<file path="config.mk">
export PLATFORM = sky130hd
export DESIGN_NAME = blsu_unit_flat
export DESIGN_NICKNAME = d
export VERILOG_FILES = /design/src/blsu_pkg.sv /design/src/blsu_if.sv /design/src/blsu_unit.sv /design/src/flat_wrapper.sv
export SDC_FILE = /design/constraint.sdc
export NUM_CORES = 1
export LEC_CHECK = 0
export ABC_AREA = 1
export BUFFER_PORTS_ARGS = -buffer_cell sky130_fd_sc_hd__buf_2
export CAP_MARGIN = 20
export CORE_ASPECT_RATIO = 0.8
export CORE_UTILIZATION = 43
export DETAILED_ROUTE_END_ITERATION = 10
export MAX_ROUTING_LAYER = met4
export PLACE_DENSITY = 0.67
export REMOVE_ABC_BUFFERS = 1
export SLEW_MARGIN = 10
export SYNTH_ARGS = -nofsm -noshare
export SYNTH_HDL_FRONTEND = slang
export SYNTH_SLANG_ARGS = --single-unit
</file>
<file path="constraint.sdc">
create_clock -name mclk_i -period 2.8 [get_ports mclk_i]
set_input_delay 0.56 -clock mclk_i [delete_from_list [all_inputs] [get_ports mclk_i]]
set_output_delay 0.56 -clock mclk_i [all_outputs]
set_load 0.02 [all_outputs]
</file>
<file path="src/blsu_pkg.sv">
// Purpose: shared constants and types of the block load/store unit
// Assumes: one core clock, four virtual processors per core
// Notes: both ends and the interface use these by scoped name
package blsu_pkg;
   localparam int DATA_W = 64;
   localparam int ADDR_W = 40;
   localparam int REG_W = 5;
   localparam int VP_W = 2;
   localparam int BLK_WORDS = 8;
   localparam int CNT_W = 3;
   localparam int KIND_W = 3;
   // bytes per block word, used to step the address
   localparam logic [ADDR_W-1:0] WORD_BYTES = 40'h8;
   // occupancy time of a plain fp or media op, in ns, rounded up to core cycles
   localparam int FP_LAT_NS = 20;
   localparam int CLK_PERIOD_NS = 5;
   localparam int FP_LAT_CYC = (FP_LAT_NS + CLK_PERIOD_NS - 1) / CLK_PERIOD_NS;

   typedef enum logic [KIND_W-1:0] {
      K_FPOP = 3'h0,
      K_MEDIA_IMPL = 3'h1,
      K_MODE_SET = 3'h2,
      K_MEDIA_UNIMPL = 3'h3,
      K_BLK_LOAD = 3'h4,
      K_BLK_STORE = 3'h5,
      K_SYNC = 3'h6
   } blsu_kind_t;
endpackage

</file>
<file path="src/blsu_if.sv">
// Purpose: link between the core pipeline and the block load/store unit
// Assumes: both ends on mclk_i
// Notes: rd_idx/rd_data is a same-cycle register read path
`timescale 1ns/1ps
interface blsu_if;
   logic iss_valid;
   logic iss_ready;
   blsu_pkg::blsu_kind_t iss_kind;
   logic [blsu_pkg::VP_W-1:0] iss_vp;
   logic [blsu_pkg::ADDR_W-1:0] iss_addr;
   logic [blsu_pkg::REG_W-1:0] iss_reg;
   logic trap;
   logic illegal;
   logic done;
   logic [blsu_pkg::VP_W-1:0] done_vp;
   logic busy;
   logic wr_valid;
   logic [blsu_pkg::REG_W-1:0] wr_idx;
   logic [blsu_pkg::DATA_W-1:0] wr_data;
   logic [blsu_pkg::REG_W-1:0] rd_idx;
   logic [blsu_pkg::DATA_W-1:0] rd_data;

   modport unit (
      input iss_valid, iss_kind, iss_vp, iss_addr, iss_reg, trap, rd_data,
      output iss_ready, illegal, done, done_vp, busy, wr_valid, wr_idx, wr_data, rd_idx
   );
   modport pipe (
      output iss_valid, iss_kind, iss_vp, iss_addr, iss_reg, trap, rd_data,
      input iss_ready, illegal, done, done_vp, busy, wr_valid, wr_idx, wr_data, rd_idx
   );
endinterface

</file>
<file path="src/blsu_unit.sv">
// Purpose: block load/store and single-fp-op engine of one core
// Assumes: second-level cache answers each word with a one-cycle ack
// Notes: no hazard or ordering checks; ordering is software's job
//
// Behaviour
// - mode-set and media subset run; others trap illegal
// - one fp-class operation in progress per core
// - block load misses primary, allocates second level
// - block ops of different processors run serially
// - software barriers earlier stores before block load
// - store sources not interlocked against earlier loads
// - store sources read one per word, at most every other cycle, execution continues
// - block stores relaxed; loads ordered only by barrier
// - software syncs after block store before state write
// - no load hazard checks; side-effects attribute ignored
// - trap resolves a pending block load
// - no store hazard checks; side-effects attribute ignored
// - overlapping store needs barrier, else contents undefined
// - trap resolves a pending block store
// - block operations relaxed, ordered only by barriers
// - no same-strand dependence check between block ops
// - load destination registers written one per word, at most every other cycle
`timescale 1ns/1ps
module blsu_unit #(
   parameter int FP_LAT = blsu_pkg::FP_LAT_CYC
) (
   input wire logic mclk_i,
   input wire logic arst_n_i,
   blsu_if.unit lnk,
   output logic l2_req_o,
   output logic l2_we_o,
   output logic [blsu_pkg::ADDR_W-1:0] l2_addr_o,
   output logic [blsu_pkg::DATA_W-1:0] l2_wdata_o,
   output logic l1_alloc_o,
   output logic l2_alloc_o,
   input wire logic l2_ack_i,
   input wire logic [blsu_pkg::DATA_W-1:0] l2_rdata_i
);
   // ****************************************
   // state
   // ****************************************
   typedef enum logic [3:0] {
      S_IDLE = 4'h1,
      S_FP = 4'h2,
      S_LOAD = 4'h4,
      S_STORE = 4'h8
   } blsu_st_t;

   typedef struct packed {
      blsu_st_t st;
      logic [blsu_pkg::CNT_W-1:0] cnt;
      logic [7:0] lat;
      logic [blsu_pkg::VP_W-1:0] vp;
      logic [blsu_pkg::ADDR_W-1:0] base;
      logic [blsu_pkg::REG_W-1:0] reg_base;
      logic req;
      logic we;
      logic [blsu_pkg::ADDR_W-1:0] addr;
      logic [blsu_pkg::DATA_W-1:0] wdata;
      logic illegal;
      logic done;
      logic [blsu_pkg::VP_W-1:0] done_vp;
      logic wr_valid;
      logic [blsu_pkg::REG_W-1:0] wr_idx;
      logic [blsu_pkg::DATA_W-1:0] wr_data;
   } blsu_state_t;

   blsu_state_t s_r;
   blsu_state_t s_nxt;

   function automatic logic [blsu_pkg::ADDR_W-1:0] word_addr(
      input logic [blsu_pkg::ADDR_W-1:0] base,
      input logic [blsu_pkg::CNT_W-1:0] cnt
   );
      word_addr = base + ({{(blsu_pkg::ADDR_W-blsu_pkg::CNT_W){1'b0}}, cnt} * blsu_pkg::WORD_BYTES);
   endfunction

   function automatic logic [blsu_pkg::REG_W-1:0] word_reg(
      input logic [blsu_pkg::REG_W-1:0] base,
      input logic [blsu_pkg::CNT_W-1:0] cnt
   );
      word_reg = base + {{(blsu_pkg::REG_W-blsu_pkg::CNT_W){1'b0}}, cnt};
   endfunction

   localparam logic [7:0] FP_LAST = 8'(FP_LAT - 1);
   localparam logic [blsu_pkg::CNT_W-1:0] CNT_LAST = blsu_pkg::CNT_W'(blsu_pkg::BLK_WORDS - 1);

   // ****************************************
   // next state
   // ****************************************
   always_comb begin
      s_nxt = s_r;
      s_nxt.illegal = 1'b0;
      s_nxt.done = 1'b0;
      s_nxt.wr_valid = 1'b0;
      case (s_r.st)
         S_IDLE: begin
            // one engine for all four processors serialises everything
            if (lnk.iss_valid) begin
               s_nxt.vp = lnk.iss_vp;
               s_nxt.cnt = '0;
               s_nxt.lat = '0;
               s_nxt.base = lnk.iss_addr;
               s_nxt.reg_base = lnk.iss_reg;
               case (lnk.iss_kind)
                  blsu_pkg::K_FPOP, blsu_pkg::K_MEDIA_IMPL, blsu_pkg::K_MODE_SET: begin
                     s_nxt.st = S_FP;
                  end
                  blsu_pkg::K_BLK_LOAD: begin
                     // no compare against pending stores; side effects not consulted
                     s_nxt.st = S_LOAD;
                  end
                  blsu_pkg::K_BLK_STORE: begin
                     s_nxt.st = S_STORE;
                  end
                  default: begin
                     // unimplemented media opcodes go to software emulation
                     s_nxt.illegal = 1'b1;
                     s_nxt.done_vp = lnk.iss_vp;
                  end
               endcase
            end
         end
         S_FP: begin
            if (s_r.lat == FP_LAST) begin
               s_nxt.st = S_IDLE;
               s_nxt.done = 1'b1;
               s_nxt.done_vp = s_r.vp;
            end else begin
               s_nxt.lat = s_r.lat + 8'h1;
            end
         end
         S_LOAD: begin
            if (!s_r.req) begin
               s_nxt.req = 1'b1;
               s_nxt.we = 1'b0;
               s_nxt.addr = word_addr(s_r.base, s_r.cnt);
            end else if (l2_ack_i) begin
               s_nxt.req = 1'b0;
               // one destination register per returned word
               s_nxt.wr_valid = 1'b1;
               s_nxt.wr_idx = word_reg(s_r.reg_base, s_r.cnt);
               s_nxt.wr_data = l2_rdata_i;
               s_nxt.cnt = s_r.cnt + 3'h1;
               if (s_r.cnt == CNT_LAST) begin
                  s_nxt.st = S_IDLE;
                  s_nxt.done = 1'b1;
                  s_nxt.done_vp = s_r.vp;
               end
            end
         end
         S_STORE: begin
            if (!s_r.req) begin
               // source sampled only now: no interlock with older loads
               s_nxt.req = 1'b1;
               s_nxt.we = 1'b1;
               s_nxt.addr = word_addr(s_r.base, s_r.cnt);
               s_nxt.wdata = lnk.rd_data;
            end else if (l2_ack_i) begin
               s_nxt.req = 1'b0;
               s_nxt.cnt = s_r.cnt + 3'h1;
               if (s_r.cnt == CNT_LAST) begin
                  // completion is reported regardless of memory model
                  s_nxt.st = S_IDLE;
                  s_nxt.done = 1'b1;
                  s_nxt.done_vp = s_r.vp;
               end
            end
         end
         default: begin
            s_nxt.st = S_IDLE;
         end
      endcase
      // a trap drops the block op so the handler sees nothing in flight
      if (lnk.trap && (s_r.st == S_LOAD || s_r.st == S_STORE)) begin
         s_nxt.st = S_IDLE;
         s_nxt.req = 1'b0;
         s_nxt.wr_valid = 1'b0;
         s_nxt.done = 1'b0;
      end
   end

   always_ff @(posedge mclk_i or negedge arst_n_i) begin
      if (!arst_n_i) begin
         s_r <= '0;
         s_r.st <= S_IDLE;
      end else begin
         s_r <= s_nxt;
      end
   end

   // ****************************************
   // outputs
   // ****************************************
   assign lnk.iss_ready = (s_r.st == S_IDLE);
   assign lnk.busy = (s_r.st != S_IDLE);
   assign lnk.illegal = s_r.illegal;
   assign lnk.done = s_r.done;
   assign lnk.done_vp = s_r.done_vp;
   assign lnk.wr_valid = s_r.wr_valid;
   assign lnk.wr_idx = s_r.wr_idx;
   assign lnk.wr_data = s_r.wr_data;
   assign lnk.rd_idx = word_reg(s_r.reg_base, s_r.cnt);
   assign l2_req_o = s_r.req;
   assign l2_we_o = s_r.we;
   assign l2_addr_o = s_r.addr;
   assign l2_wdata_o = s_r.wdata;
   // block loads never fill the primary cache, always the second level
   assign l1_alloc_o = 1'b0;
   assign l2_alloc_o = s_r.req && !s_r.we;
endmodule

</file>
<file path="src/flat_wrapper.sv">
// flat-port wrapper written by rule: the top's interface ports become plain ports
module blsu_unit_flat 
#(
   parameter int FP_LAT = blsu_pkg::FP_LAT_CYC
)
  (mclk_i, arst_n_i, l2_req_o, l2_we_o, l2_addr_o, l2_wdata_o, l1_alloc_o, l2_alloc_o, l2_ack_i, l2_rdata_i, lnk_iss_valid, lnk_iss_kind, lnk_iss_vp, lnk_iss_addr, lnk_iss_reg, lnk_trap, lnk_rd_data, lnk_iss_ready, lnk_illegal, lnk_done, lnk_done_vp, lnk_busy, lnk_wr_valid, lnk_wr_idx, lnk_wr_data, lnk_rd_idx);
  blsu_if lnk_i ();
  input wire logic mclk_i;
  input wire logic arst_n_i;
  output logic l2_req_o;
  output logic l2_we_o;
  output logic [blsu_pkg::ADDR_W-1:0] l2_addr_o;
  output logic [blsu_pkg::DATA_W-1:0] l2_wdata_o;
  output logic l1_alloc_o;
  output logic l2_alloc_o;
  input wire logic l2_ack_i;
  input wire logic [blsu_pkg::DATA_W-1:0] l2_rdata_i;
  input wire logic [$bits(lnk_i.iss_valid)-1:0] lnk_iss_valid;
  input wire logic [$bits(lnk_i.iss_kind)-1:0] lnk_iss_kind;
  input wire logic [$bits(lnk_i.iss_vp)-1:0] lnk_iss_vp;
  input wire logic [$bits(lnk_i.iss_addr)-1:0] lnk_iss_addr;
  input wire logic [$bits(lnk_i.iss_reg)-1:0] lnk_iss_reg;
  input wire logic [$bits(lnk_i.trap)-1:0] lnk_trap;
  input wire logic [$bits(lnk_i.rd_data)-1:0] lnk_rd_data;
  output wire logic [$bits(lnk_i.iss_ready)-1:0] lnk_iss_ready;
  output wire logic [$bits(lnk_i.illegal)-1:0] lnk_illegal;
  output wire logic [$bits(lnk_i.done)-1:0] lnk_done;
  output wire logic [$bits(lnk_i.done_vp)-1:0] lnk_done_vp;
  output wire logic [$bits(lnk_i.busy)-1:0] lnk_busy;
  output wire logic [$bits(lnk_i.wr_valid)-1:0] lnk_wr_valid;
  output wire logic [$bits(lnk_i.wr_idx)-1:0] lnk_wr_idx;
  output wire logic [$bits(lnk_i.wr_data)-1:0] lnk_wr_data;
  output wire logic [$bits(lnk_i.rd_idx)-1:0] lnk_rd_idx;
  assign lnk_i.iss_valid = lnk_iss_valid;
  assign lnk_i.iss_kind = lnk_iss_kind;
  assign lnk_i.iss_vp = lnk_iss_vp;
  assign lnk_i.iss_addr = lnk_iss_addr;
  assign lnk_i.iss_reg = lnk_iss_reg;
  assign lnk_i.trap = lnk_trap;
  assign lnk_i.rd_data = lnk_rd_data;
  assign lnk_iss_ready = lnk_i.iss_ready;
  assign lnk_illegal = lnk_i.illegal;
  assign lnk_done = lnk_i.done;
  assign lnk_done_vp = lnk_i.done_vp;
  assign lnk_busy = lnk_i.busy;
  assign lnk_wr_valid = lnk_i.wr_valid;
  assign lnk_wr_idx = lnk_i.wr_idx;
  assign lnk_wr_data = lnk_i.wr_data;
  assign lnk_rd_idx = lnk_i.rd_idx;
  blsu_unit #(.FP_LAT(FP_LAT)) u_core (.mclk_i(mclk_i), .arst_n_i(arst_n_i), .lnk(lnk_i), .l2_req_o(l2_req_o), .l2_we_o(l2_we_o), .l2_addr_o(l2_addr_o), .l2_wdata_o(l2_wdata_o), .l1_alloc_o(l1_alloc_o), .l2_alloc_o(l2_alloc_o), .l2_ack_i(l2_ack_i), .l2_rdata_i(l2_rdata_i));
endmodule
</file>
Word level (Yosys, flattened, before mapping)
Index checks and enable logic that the tools add are counted.

Output and inout bits: 189. Flip-flop bits (word level): 242. Bits of input ports: 183. Word-level logic and storage cells: 104.

Eq/ne operators: 29. Muxes and demuxes: 33. Bitwise logic cells: 1. Add/subtract/negate cells: 4. Reduce and logical (&&, ||, !) cells: 21.

Operators with widths (count): 2-to-1 mux 73 bit (2); 2-to-1 mux 105 bit (1); case mux 42 bit (2 select lines) (1); 2-to-1 mux 70 bit (1); 2-to-1 mux 62 bit (1); 2-to-1 mux 41 bit (1); adder 40 x 6 -> 40 bit (1); case mux 4 bit (3 select lines) (2); case mux 8 bit (2 select lines) (1); 2-to-1 mux 7 bit (2); inequality test 2 bit, second input constant (7); 2-to-1 mux 3 bit (4); 2-to-1 mux 4 bit (3); inequality test 3 x 1 -> 1 bit, second input constant (4); inequality test 2 x 1 -> 1 bit, second input constant (5); equality test 3 bit, second input constant (3); AND reduction 3 bit (3); adder 8 x 1 -> 8 bit, second input constant (1); equality test 8 x 2 -> 1 bit, second input constant (1); 2-to-1 mux 1 bit (8); 2-to-1 mux 8 bit (1); case mux 2 bit (4 select lines) (1); AND reduction 8 bit (1); case mux 3 bit (2 select lines) (1); other kinds (27) (32).

Longest topological paths before layout
Gate-level depths: netlist of the first run.

Depth in word-level cells: 6. Mapped depth: 14. Depth with buffers taken out: 13.

Worst setup path before layout of the first run
OpenSTA, ideal clock, no wires.

Path type: flip-flop to output port. Start: register u_core.s_r[235] (netlist bit). End: output port lnk_rd_idx[4]. Stages on the path, launching flop included: 6. Path buffers: 0. Data required time: 2.240 ns. Path slack: 0.686 ns. Data arrival time: 1.554 ns. Cells stage by stage: dfrtp_1 -> ha_1 -> inv_1 -> fa_1 -> o22ai_1 -> xor2_1.

Word-level cells in the longest chain between the ends: 1.

RTL lines: start, declared (RTL line blsu_unit.sv:68) `blsu_state_t s_r;`; start signal, assigned (RTL line blsu_unit.sv:188) `s_r <= s_nxt;`; adder 5 x 3 -> 5 bit (RTL line blsu_unit.sv:82) `word_reg = base + {{(blsu_pkg::REG_W-blsu_pkg::CNT_W){1'b0}}, cnt};`; end, declared (RTL line flat_wrapper.sv:33) `output wire logic [$bits(lnk_i.rd_idx)-1:0] lnk_rd_idx;`.

Every way passes these cells.

Final worst setup path of the first run
Start: register u_core.s_r[236] (netlist bit). End: output port lnk_rd_idx[4].

Same word-level chain as after synthesis.

==> flow_summary.toml, run 1 <==
[drt]
num_vias = 8871
dr.max_layer_used = "met4"
ant_nets = 0
wl_met3_um = 2140
met2_length_um = 14300
totalWireLength_um = 31000
vias_per_cell = 4.84
initialDrtViolationCount = 509
wl_per_cell_um = 16.9
met1_length_um = 13600
drc = 0
drtPass1Iterations = 5

[sta]
hold_viol = 0
worst_pin_slew_ns = 0.622
worst_slack_ns = 0.0972
setup_viol = 0
timing.final.max_slew_violations = 0
fin_crit_sh_pct = 96.5
skew_ns = 0.0167
max_freq_ghz = 0.370
slew-limit-headroom_pct = 58.5
period_minus_slack_ns = 2.70
rsz0062_at_grt = "no"

[place]
dpl.hpwl_um = 23600
placed_cell_area_um2 = 13300
gp_congestion = 0.921
port_buffers = 370
dp_slack_ns = 0.429

[synthesis]
netlist_area_um2 = 12300
ys_warn_count = 0
ys_top_cells_by_area = "dfrtp_1, buf_4, nand2_1"
ys_seq_elements = 242
ys_seq_area_share_pct = 49.3
syn_avg_cell_area_um2 = 9.90
netlist-cell-type-count = 44
yosysTopAreaCell = "dfrtp_1"
synth_top_area_share_pct = 49.1
syn_inst = 1240

[global_route]
grt_start_max_net_pins = 75
grt_pass1_vias = 8750
grt_pass1_wl_um = 48000
antenna_found_initial = 1
grt.overflow.total = 0
track_usage_pct = 21.6

[power_and_ir_drop]
powerDensity_nw_per_um2 = 1150
leakage_nw = 7.68
ir_drop_mv = 0.680
p_total_mw = 16.4

[floorplan]
core_area_um2 = 27600
die_area_um2 = 29200
ios = 372
num_rows = 54
die_x_um = 191
die_h_um = 153
start_util_pct = 44.4

[clocking]
clockBufferDepth = 3
cts.sinks = 242
cts-root-buf = "clkbuf_16"
htree_levels = 1
cts_tree = "done"
cts_hold_buf = 0
clk_pin_slew_ns = 0.06
clk_latency_ns = 0.53
numCtsBuffers = 26

[final_layout]
fin_area_um2 = 14200
nNetsFinal = 1641
syn_to_final_growth_pct = 15.9
drive_gt1_share_pct = 39.9
num-fill-cells = 2524

[job]
drv_cap = 0

[worst_setup_path]
crit_type = "register to output port"
arrival_ns = 2.14
worst-path-max-fanout = 4
cp.required_ns = 2.24
r2r-start = "u_core.s_r[235]$_DFFE_PN0P_"
startpoint_type = "register"
crit_start = "u_core.s_r[236]$_DFFE_PN0P_"
endpoint_kind = "output port"

[min_path]
worstHoldPathType = "input pin to asynchronous set/reset pin"

[status]
status = "complete, no violations"
## layer usage
layer  GRT usage (%)  vias to the layer above
met5               -                        -
met4            6.10                        0
met3            3.61                       63
met2            33.9                      372
met1            28.7                     4224
li1                -                     4212
## stage by stage
step                hold slack (ns)  util (%)  instances  setup TNS (ns)
floorplan                     0.264         -       1032          -26.69
global placement              0.464      48.0       1781               0
detailed placement            0.469      48.0       1781               0
CTS                          0.0328      51.5       1831               0
global route                 0.0515      51.5       1832               0
finish                       0.0205      51.5       1832               0
## cell families after synthesis
logic type / Yosys count / share of synthesized area, %
muxes: 134 / 13.8
xor gates and xnor gates: 15 / 1.07
DFF: 242 / 49.3
adders and majority gates: 11 / 1.24
buffers and inverters: 308 / 15.8
and+or+nand+nor: 442 / 14.9
AOI/OAI and AO/OA: 87 / 3.89
other: 1 / 0.0305
## final cells by class
type	count	area (um^2)	share of cell area [%]
inverter	100	375	2.64
tap	364	455	3.20
clock inverter	5	75.1	0.527
clock buffer	43	866	6.08
antenna	1	2.50	0.0176
timing repair buffer	387	2100	14.8
sequential	242	6060	42.6
multi-input combinational	690	4300	30.2
## registers in the layout, indices dropped and copies added, names as in the netlist, 2 cells and up
name	cells
u_core.lnk.wr_data	64
u_core.l2_addr_o	40
u_core.lnk.wr_idx	5
u_core.lnk.done_vp	2
u_core.l2_wdata_o	64
u_core.s_r	62
## synthesized netlist by cell type, drive strengths merged
| cell | count |
|---|---|
| xor2 | 13 |
| o211ai | 1 |
| buf | 206 |
| o21a | 1 |
| o221ai | 1 |
| nand4 | 8 |
| o21bai | 2 |
| mux2 | 131 |
| nand2 | 272 |
| dfrtp | 241 |
| conb | 1 |
| o32ai | 1 |
| inv | 100 |
| o22ai | 1 |
| a211oi | 2 |
| nand2b | 1 |
| ha | 9 |
| nor2 | 88 |
| mux2i | 3 |
| or2 | 6 |
| nand3 | 59 |
| a21oi | 9 |
| xnor2 | 2 |
| dfstp | 1 |
| nor2b | 1 |
| o21ai | 69 |
| nand3b | 1 |
| clkbuf | 2 |
| nor3 | 6 |
| fa | 2 |
## power by group
| group | total, mW | switching (mW) | internal (mW) |
|---|---|---|---|
| Sequential | 6.18 | 1.07 | 5.11 |
| Clock | 3.68 | 1.40 | 2.28 |
| Combinational | 6.56 | 4.00 | 2.56 |
| Total | 16.4 | 6.47 | 9.95 |
## layout by cell type, fill, tap and decap left out, types with 27 or more instances in the layout
cell type and n:
clkbuf_16 27, dfrtp_1 241, buf_2 369, nor2_1 81, nand3_1 58, mux2_4 49, mux2_2 77, o21ai_0 56
nand2_1 267, inv_1 92
## critical path, stage by stage, from the launching register on
cell	delay, ns
dfrtp_1	0.41
inv_1	0.12
fa_1	0.46
o22ai_2	0.16
xor2_1	0.16
buf_4	0.14
buf_2	0.16
## what timing repair did
item / CTS / global route
setup buffers: 2 / 0
resized for setup: 1 / 0
endpoints found under the setup margin: 1 / 1
pin swaps: 1 / 1
## worst paths after layout
path / endpoint / cells past startpoint / slack, ns
worst min-delay path: u_core.lnk.wr_data[15]$_DFFE_PN0P_ / 1 / 0.02
worst max-delay path: lnk_rd_idx[4] / 6 / 0.1
worst max register to register: u_core.l2_addr_o[33]$_DFFE_PN0P_ / 14 / 0.45
worst min register to register: u_core.s_r[180]$_DFFE_PN0P_ / 2 / 0.48
max in group asynchronous: u_core.s_r[227]$_DFFE_PN0P_ / 2 / 2.05
min in group mclk_i: u_core.s_r[186]$_DFFE_PN0P_ / 3 / 0.23
(Power assumes the default switching activity.)
==> inputs of run 2 (changes only) <==
ABC_AREA = not set   (was 1)
==> run 2 against run 1 <==
The run now ends with hold timing left. Maximum frequency rose by 2.1%. Worst hold slack got worse by 0.043 ns. Synthesized cell count down 15%. First-iteration DRC count is 17% lower. Worst setup slack better by 0.055 ns. Via count is 12% lower. Clock skew decreased by 0.011 ns. Critical path depth unchanged. Highest routed layer unchanged.
==> flow_summary.toml, run 2 <==
[synthesis]
ys.flop_type = "dfrtp_1"
yosysMostFrequentCell = "dfrtp_1"
ys_top_cells_by_area = "dfrtp_1, buf_4, mux2_4"
synth_edf_count = 0
yosys-top-cells-count = "dfrtp_1, nand2_1, buf_4, mux2_4, mux2_2"
netlist-cell-type-count = 57
ys_seq_area_share_pct = 51.1
ys_seq_elements = 242
async_flop_share_pct = 100
yosysTopAreaCell = "dfrtp_1"
synth_top_area_share_pct = 50.8
syn_avg_cell_area_um2 = 11.2
syn_inst = 1057
ys_warn_count = 0
netlist_area_um2 = 11900

[sta]
setup_viol = 0
period_minus_slack_ns = 2.65
hold_viol = 6
slew-limit-headroom_pct = 53.2
fin_crit_sh_pct = 94.6
timing.final.max_slew_violations = 0
hold_ws_ns = -0.0221
worst_slack_ns = 0.153
rsz0062_at_grt = "no"
max_freq_ghz = 0.378
worst_pin_slew_ns = 0.702
skew_ns = 0.00573

[global_route]
grt_start_max_net_pins = 68
grt_pass1_wl_um = 44300
grt.overflow.total = 0
grt_pass1_vias = 7800
track_usage_pct = 20.5
antenna_found_initial = 1

[drt]
dr.max_layer_used = "met4"
met2_length_um = 13700
totalWireLength_um = 28800
drtPass1Iterations = 4
wl_per_cell_um = 17.6
ant_nets = 0
drc = 0
wl_met3_um = 1660
met1_length_um = 12800
vias_per_cell = 4.78
initialDrtViolationCount = 425
num_vias = 7811

[floorplan]
num_rows = 53
ios = 372
die_x_um = 188
core_area_um2 = 26700
start_util_pct = 44.5
die_area_um2 = 28300
die_h_um = 151

[worst_setup_path]
critPathMaxStageDelay_ns = 0.40
path_cells = "inv_1, fa_2, nor2b_1, o21ai_0, xnor2_1, buf_4"
worst-path-max-fanout = 4
endpoint_kind = "output port"
crit_path_top_delay_cell = "dfrtp_1"
crit_type = "register to output port"
arrival_ns = 2.09
cp.required_ns = 2.24
startpoint_type = "register"

[clocking]
cts_tree = "done"
clk_pin_slew_ns = 0.06
cts.sinks = 242
clockBufferDepth = 3
numCtsBuffers = 26
cts-root-buf = "clkbuf_16"
htree_levels = 1
clk_latency_ns = 0.52
cts_hold_buf = 0

[job]
drv_cap = 0

[place]
gp_congestion = 0.846
placed_cells = 1585
dp_slack_ns = 0.392
dpl.hpwl_um = 21100
port_buffers = 370

[final_layout]
fin_cells = 1634
drive_gt1_share_pct = 45.9
final_common_cell = "buf_2"
syn_to_final_growth_pct = 15.3
final_cell_mix = "buf_2, dfrtp_1, nand2_1"
nNetsFinal = 1451

[min_path]
worstHoldPathType = "input pin to asynchronous set/reset pin"

[power_and_ir_drop]
leakage_nw = 7.49
ir_drop_mv = 0.580
powerDensity_nw_per_um2 = 1060

[status]
violations = "hold timing"
status = "finished with violations"
==> run 2: cell count changes in the layout (fill, tap and decap cells not counted), sizes merged, moves of 15 or more <==
| cell | previous run | this run |
|---|---|---|
| nor4 | 0 | 15 |
| inv | 100 | 17 |
| o21ai | 69 | 50 |
| xnor2 | 2 | 30 |
| nor2 | 88 | 25 |
| nand3 | 59 | 10 |
| nand2 | 272 | 206 |
==> run 2: critical path: cells and delay by family, from the launching register on <==
kind | cells | cell delay, ns
adders and majority gates | 1 | 0.39
AOI/OAI and AO/OA | 1 | 0.10
xor gates and xnor gates | 1 | 0.25
DFF | 1 | 0.40
buffers and inverters | 2 | 0.33
and+or+nand+nor | 1 | 0.11
==> run 2: worst paths after layout <==
check,start,end,slack (ns),depth (start not counted)
max,u_core.s_r[236]$_DFFE_PN0P_,lnk_rd_idx[4],0.15,6
min reg2reg,u_core.s_r[187]$_DFFE_PN0P_,u_core.l2_addr_o[2]$_DFFE_PN0P_,0.47,2
min in group mclk_i,lnk_iss_addr[22],u_core.s_r[207]$_DFFE_PN0P_,0.23,3
max reg2reg,u_core.s_r[235]$_DFFE_PN0P_,u_core.l2_addr_o[35]$_DFFE_PN0P_,0.39,10
max in group asynchronous,arst_n_i,u_core.l2_wdata_o[0]$_DFFE_PN0P_,2.05,2
min,arst_n_i,u_core.l2_addr_o[1]$_DFFE_PN0P_,-0.02,1
==> run 2: stage by stage <==
step                      cell area, um^2  utilization, %  setup TNS, ns  total power [mW]
after floorplan                     10300               -        -416.52              9.18
after global placement              12900            48.2              0              11.2
after detailed placement            12900            48.2              0              11.3
after CTS                           13700            51.2              0              14.6
after global routing                13700            51.3              0              15.3
final                               13700            51.3              0              14.5
==> run 2: repair_timing <==
action	CTS	global route
buffers inserted	1	0
pin swaps	1	1
resized for setup	0	2
endpoints found under the setup margin	1	1
==> run 2: cell families after synthesis <==
group,synth area share (%)
flops,51.1
xor+xnor,3.03
fa+ha+maj,1.29
mux,14.8
other cells,0.0316
buf+inv,13.8
compound gates,4.64
simple gates,11.3
==> run 2: metal layers <==
metal,vias to the layer above,track usage [%]
met3,32,3.78
met2,263,32.2
li1,3757,-
met5,-,-
met4,0,4.63
met1,3759,27.7
==> run 2: cell type report <==
type / count / area, um^2
inverters: 17 / 63.8
flip-flops and latches: 242 / 6060
clock buffers: 35 / 736
repair buffers: 391 / 2110
multi-input cells: 579 / 4200
clock inverters: 11 / 57.6
diodes: 2 / 5.00
well taps: 357 / 447
fillers: 2402 / 13000
==> run 2: power breakdown <==
part | leakage, nW | switching, mW | internal [mW]
Combinational | 3.87 | 3.17 | 2.26
Clock | 0.399 | 1.39 | 1.83
Sequential | 3.22 | 0.965 | 4.89
==> inputs of run 3 (changes only) <==
CORE_ASPECT_RATIO = not set   (was 0.8)
CORE_MARGIN = 2   (was not set)
==> run 3 against run 2 <==
The flow now finishes without violations. Wire length fell by 0.68%. Cell count about the same. Sequential share of layout area decreased by 0.68 points. Design area is 1.6% higher. Utilization increased by 0.094 points. Combinational power about the same.
==> flow_summary.toml, run 3 (synthesis results as in run 2) <==
[worst_setup_path]
endpoint_kind = "output port"
crit_start = "u_core.s_r[180]$_DFFE_PN0P_"
crit_type = "register to output port"
arrival_ns = 2.09
crit_family = "adder cells"
critPathMaxStageDelay_ns = 0.35
worst-path-max-fanout = 2
cp.required_ns = 2.24
path_cells = "ha_2, inv_1, fa_2, nor2b_1, o21ai_1, xnor2_2, buf_4"
crit_path_top_delay_cell = "dfrtp_1"
r2r-start = "u_core.s_r[235]$_DFFE_PN0P_"
startpoint_type = "register"
path_buf_inv = 2

[global_route]
track_usage_pct = 19.7
antenna_found_initial = 11
grt.overflow.total = 0
grt_pass1_wl_um = 43500
grt_pass1_vias = 7772
grt_start_max_net_pins = 79

[power_and_ir_drop]
intPower_mw = 9.44
switching_share_pct = 37.4
clockPowerShare_pct = 25.2
seq_power_share_pct = 38.7
power.switching_mw = 5.63
leakage_nw = 7.56
powerDensity_nw_per_um2 = 1090
ir_drop_mv = 0.471
pwr-share-comb_pct = 36.1

[final_layout]
drive_gt1_share_pct = 46.6
nNetsFinal = 1454
multi_input_area_um2 = 4210
final_cell_mix = "buf_2, dfrtp_1, nand2_1"
fin_util_pct = 51.4
final_common_cell = "buf_2"
num-fill-cells = 2404
regArea_um2 = 6060
fin_cells = 1635
syn_to_final_growth_pct = 17.1

[drt]
num_vias = 7890
totalWireLength_um = 28600
vias_per_cell = 4.83
ant_nets = 0
drc = 0
wl_per_cell_um = 17.5
drtPass1Iterations = 4
initialDrtViolationCount = 327

[clocking]
cts-root-buf = "clkbuf_16"
clk_latency_ns = 0.54
clk_pin_slew_ns = 0.06
numCtsBuffers = 28
cts_tree = "done"
clockBufferDepth = 3
htree_levels = 1
cts_hold_buf = 0
cts.sinks = 242

[sta]
hold_ws_ns = 0.000197
fin_tns_setup_ns = 0
fin_crit_sh_pct = 94.6
hold_viol = 0
rsz0062_at_grt = "yes"
skew_ns = 0.0233
period_minus_slack_ns = 2.65
max_freq_ghz = 0.378
timing.final.max_slew_violations = 0
slew-limit-headroom_pct = 58.3
worst_pin_slew_ns = 0.625
setup_viol = 0

[floorplan]
die_h_um = 170
die_x_um = 170
num_rows = 60
start_util_pct = 43.9
die_area_um2 = 28900
core_area_um2 = 27000
ios = 372

[min_path]
worstHoldPathType = "input pin to asynchronous set/reset pin"

[place]
gp_congestion = 0.807
port_buffers = 370
placed_cells = 1570
dpl.hpwl_um = 21200

[status]
status = "complete, no violations"

[job]
drv_cap = 0
==> run 3: cell types whose count changed in the layout (fill, tap and decap cells not counted), moves of 3 or more <==
cell,delta
bufinv_16,+4
clkbuf_1,-3
clkinv_2,-6
clkinvlp_4,+7
diode_2,+10
inv_6,+3
==> run 3: timing repair <==
| action | in CTS | in global routing |
|---|---|---|
| resized for setup | 3 | 3 |
| buffers inserted | 1 | 0 |
| pin swaps | 1 | 1 |
| setup endpoints to repair | 1 | 3 |
==> run 3: per-layer routing <==
layer	up-vias	part of all wire, %	wire [um]	global-route usage (%)
met5	-	0	0	-
met4	0	2.1	609	5.17
li1	3784	-	-	-
met1	3816	41	11700	23.6
met3	38	7.7	2190	5.30
met2	252	49	14100	32.9
==> run 3: stage by stage <==
| step | total power [mW] | worst slack, ns | instance area (um^2) |
|---|---|---|---|
| 2_1_floorplan | 9.18 | -5.52 | 10300 |
| 3_3_place_gp | 11.3 | 0.302 | 12800 |
| 3_5_place_dp | 11.4 | 0.261 | 12800 |
| 4_1_cts | 15.3 | 0.0248 | 13800 |
| 5_1_grt | 15.9 | -0.00938 | 13900 |
| 6_report | 15.1 | 0.152 | 13900 |
==> run 3: power by group through the flow <==
stage	logic, mW	registers, mW	clock network (mW)
finish	5.44	5.83	3.80
CTS	5.53	5.82	3.91
detailed placement	5.50	5.86	0
global route	5.88	6.01	4.05
global placement	5.42	5.83	0
floorplan	2.13	7.05	0
==> run 3: path summary, 6_finish.rpt <==
kind	end	depth (start not counted)	slack, ns
setup / recovery	lnk_rd_idx[4]	7	0.15
hold / removal	u_core.lnk.wr_data[43]$_DFFE_PN0P_	1	0.0002
setup reg to reg	u_core.l2_addr_o[23]$_DFFE_PN0P_	10	0.33
hold reg to reg	u_core.l2_addr_o[1]$_DFFE_PN0P_	2	0.47
max in group asynchronous	u_core.lnk.wr_data[54]$_DFFE_PN0P_	2	2.05
min in group mclk_i	u_core.s_r[196]$_DFFE_PN0P_	3	0.21
==> run 3: worst register-to-register path: stages, from the launching register on <==
cell and delay [ns]:
dfrtp_1 0.35, buf_4 0.13, ha_1 0.19, inv_1 0.06, fa_1 0.39, nor2b_1 0.22, o2111ai_2 0.22, buf_4 0.25
nor4_1 0.31, xnor2_1 0.15, o21ai_0 0.08
==> run 3: final cells by class <==
class / instances / area share (%)
multi-input combinational: 579 / 30.3
clock buffer: 32 / 5.30
sequential: 242 / 43.6
clock inverter: 20 / 1.75
inverter: 17 / 0.460
timing repair buffer: 392 / 15.2
antenna: 12 / 0.216
tap: 341 / 3.07
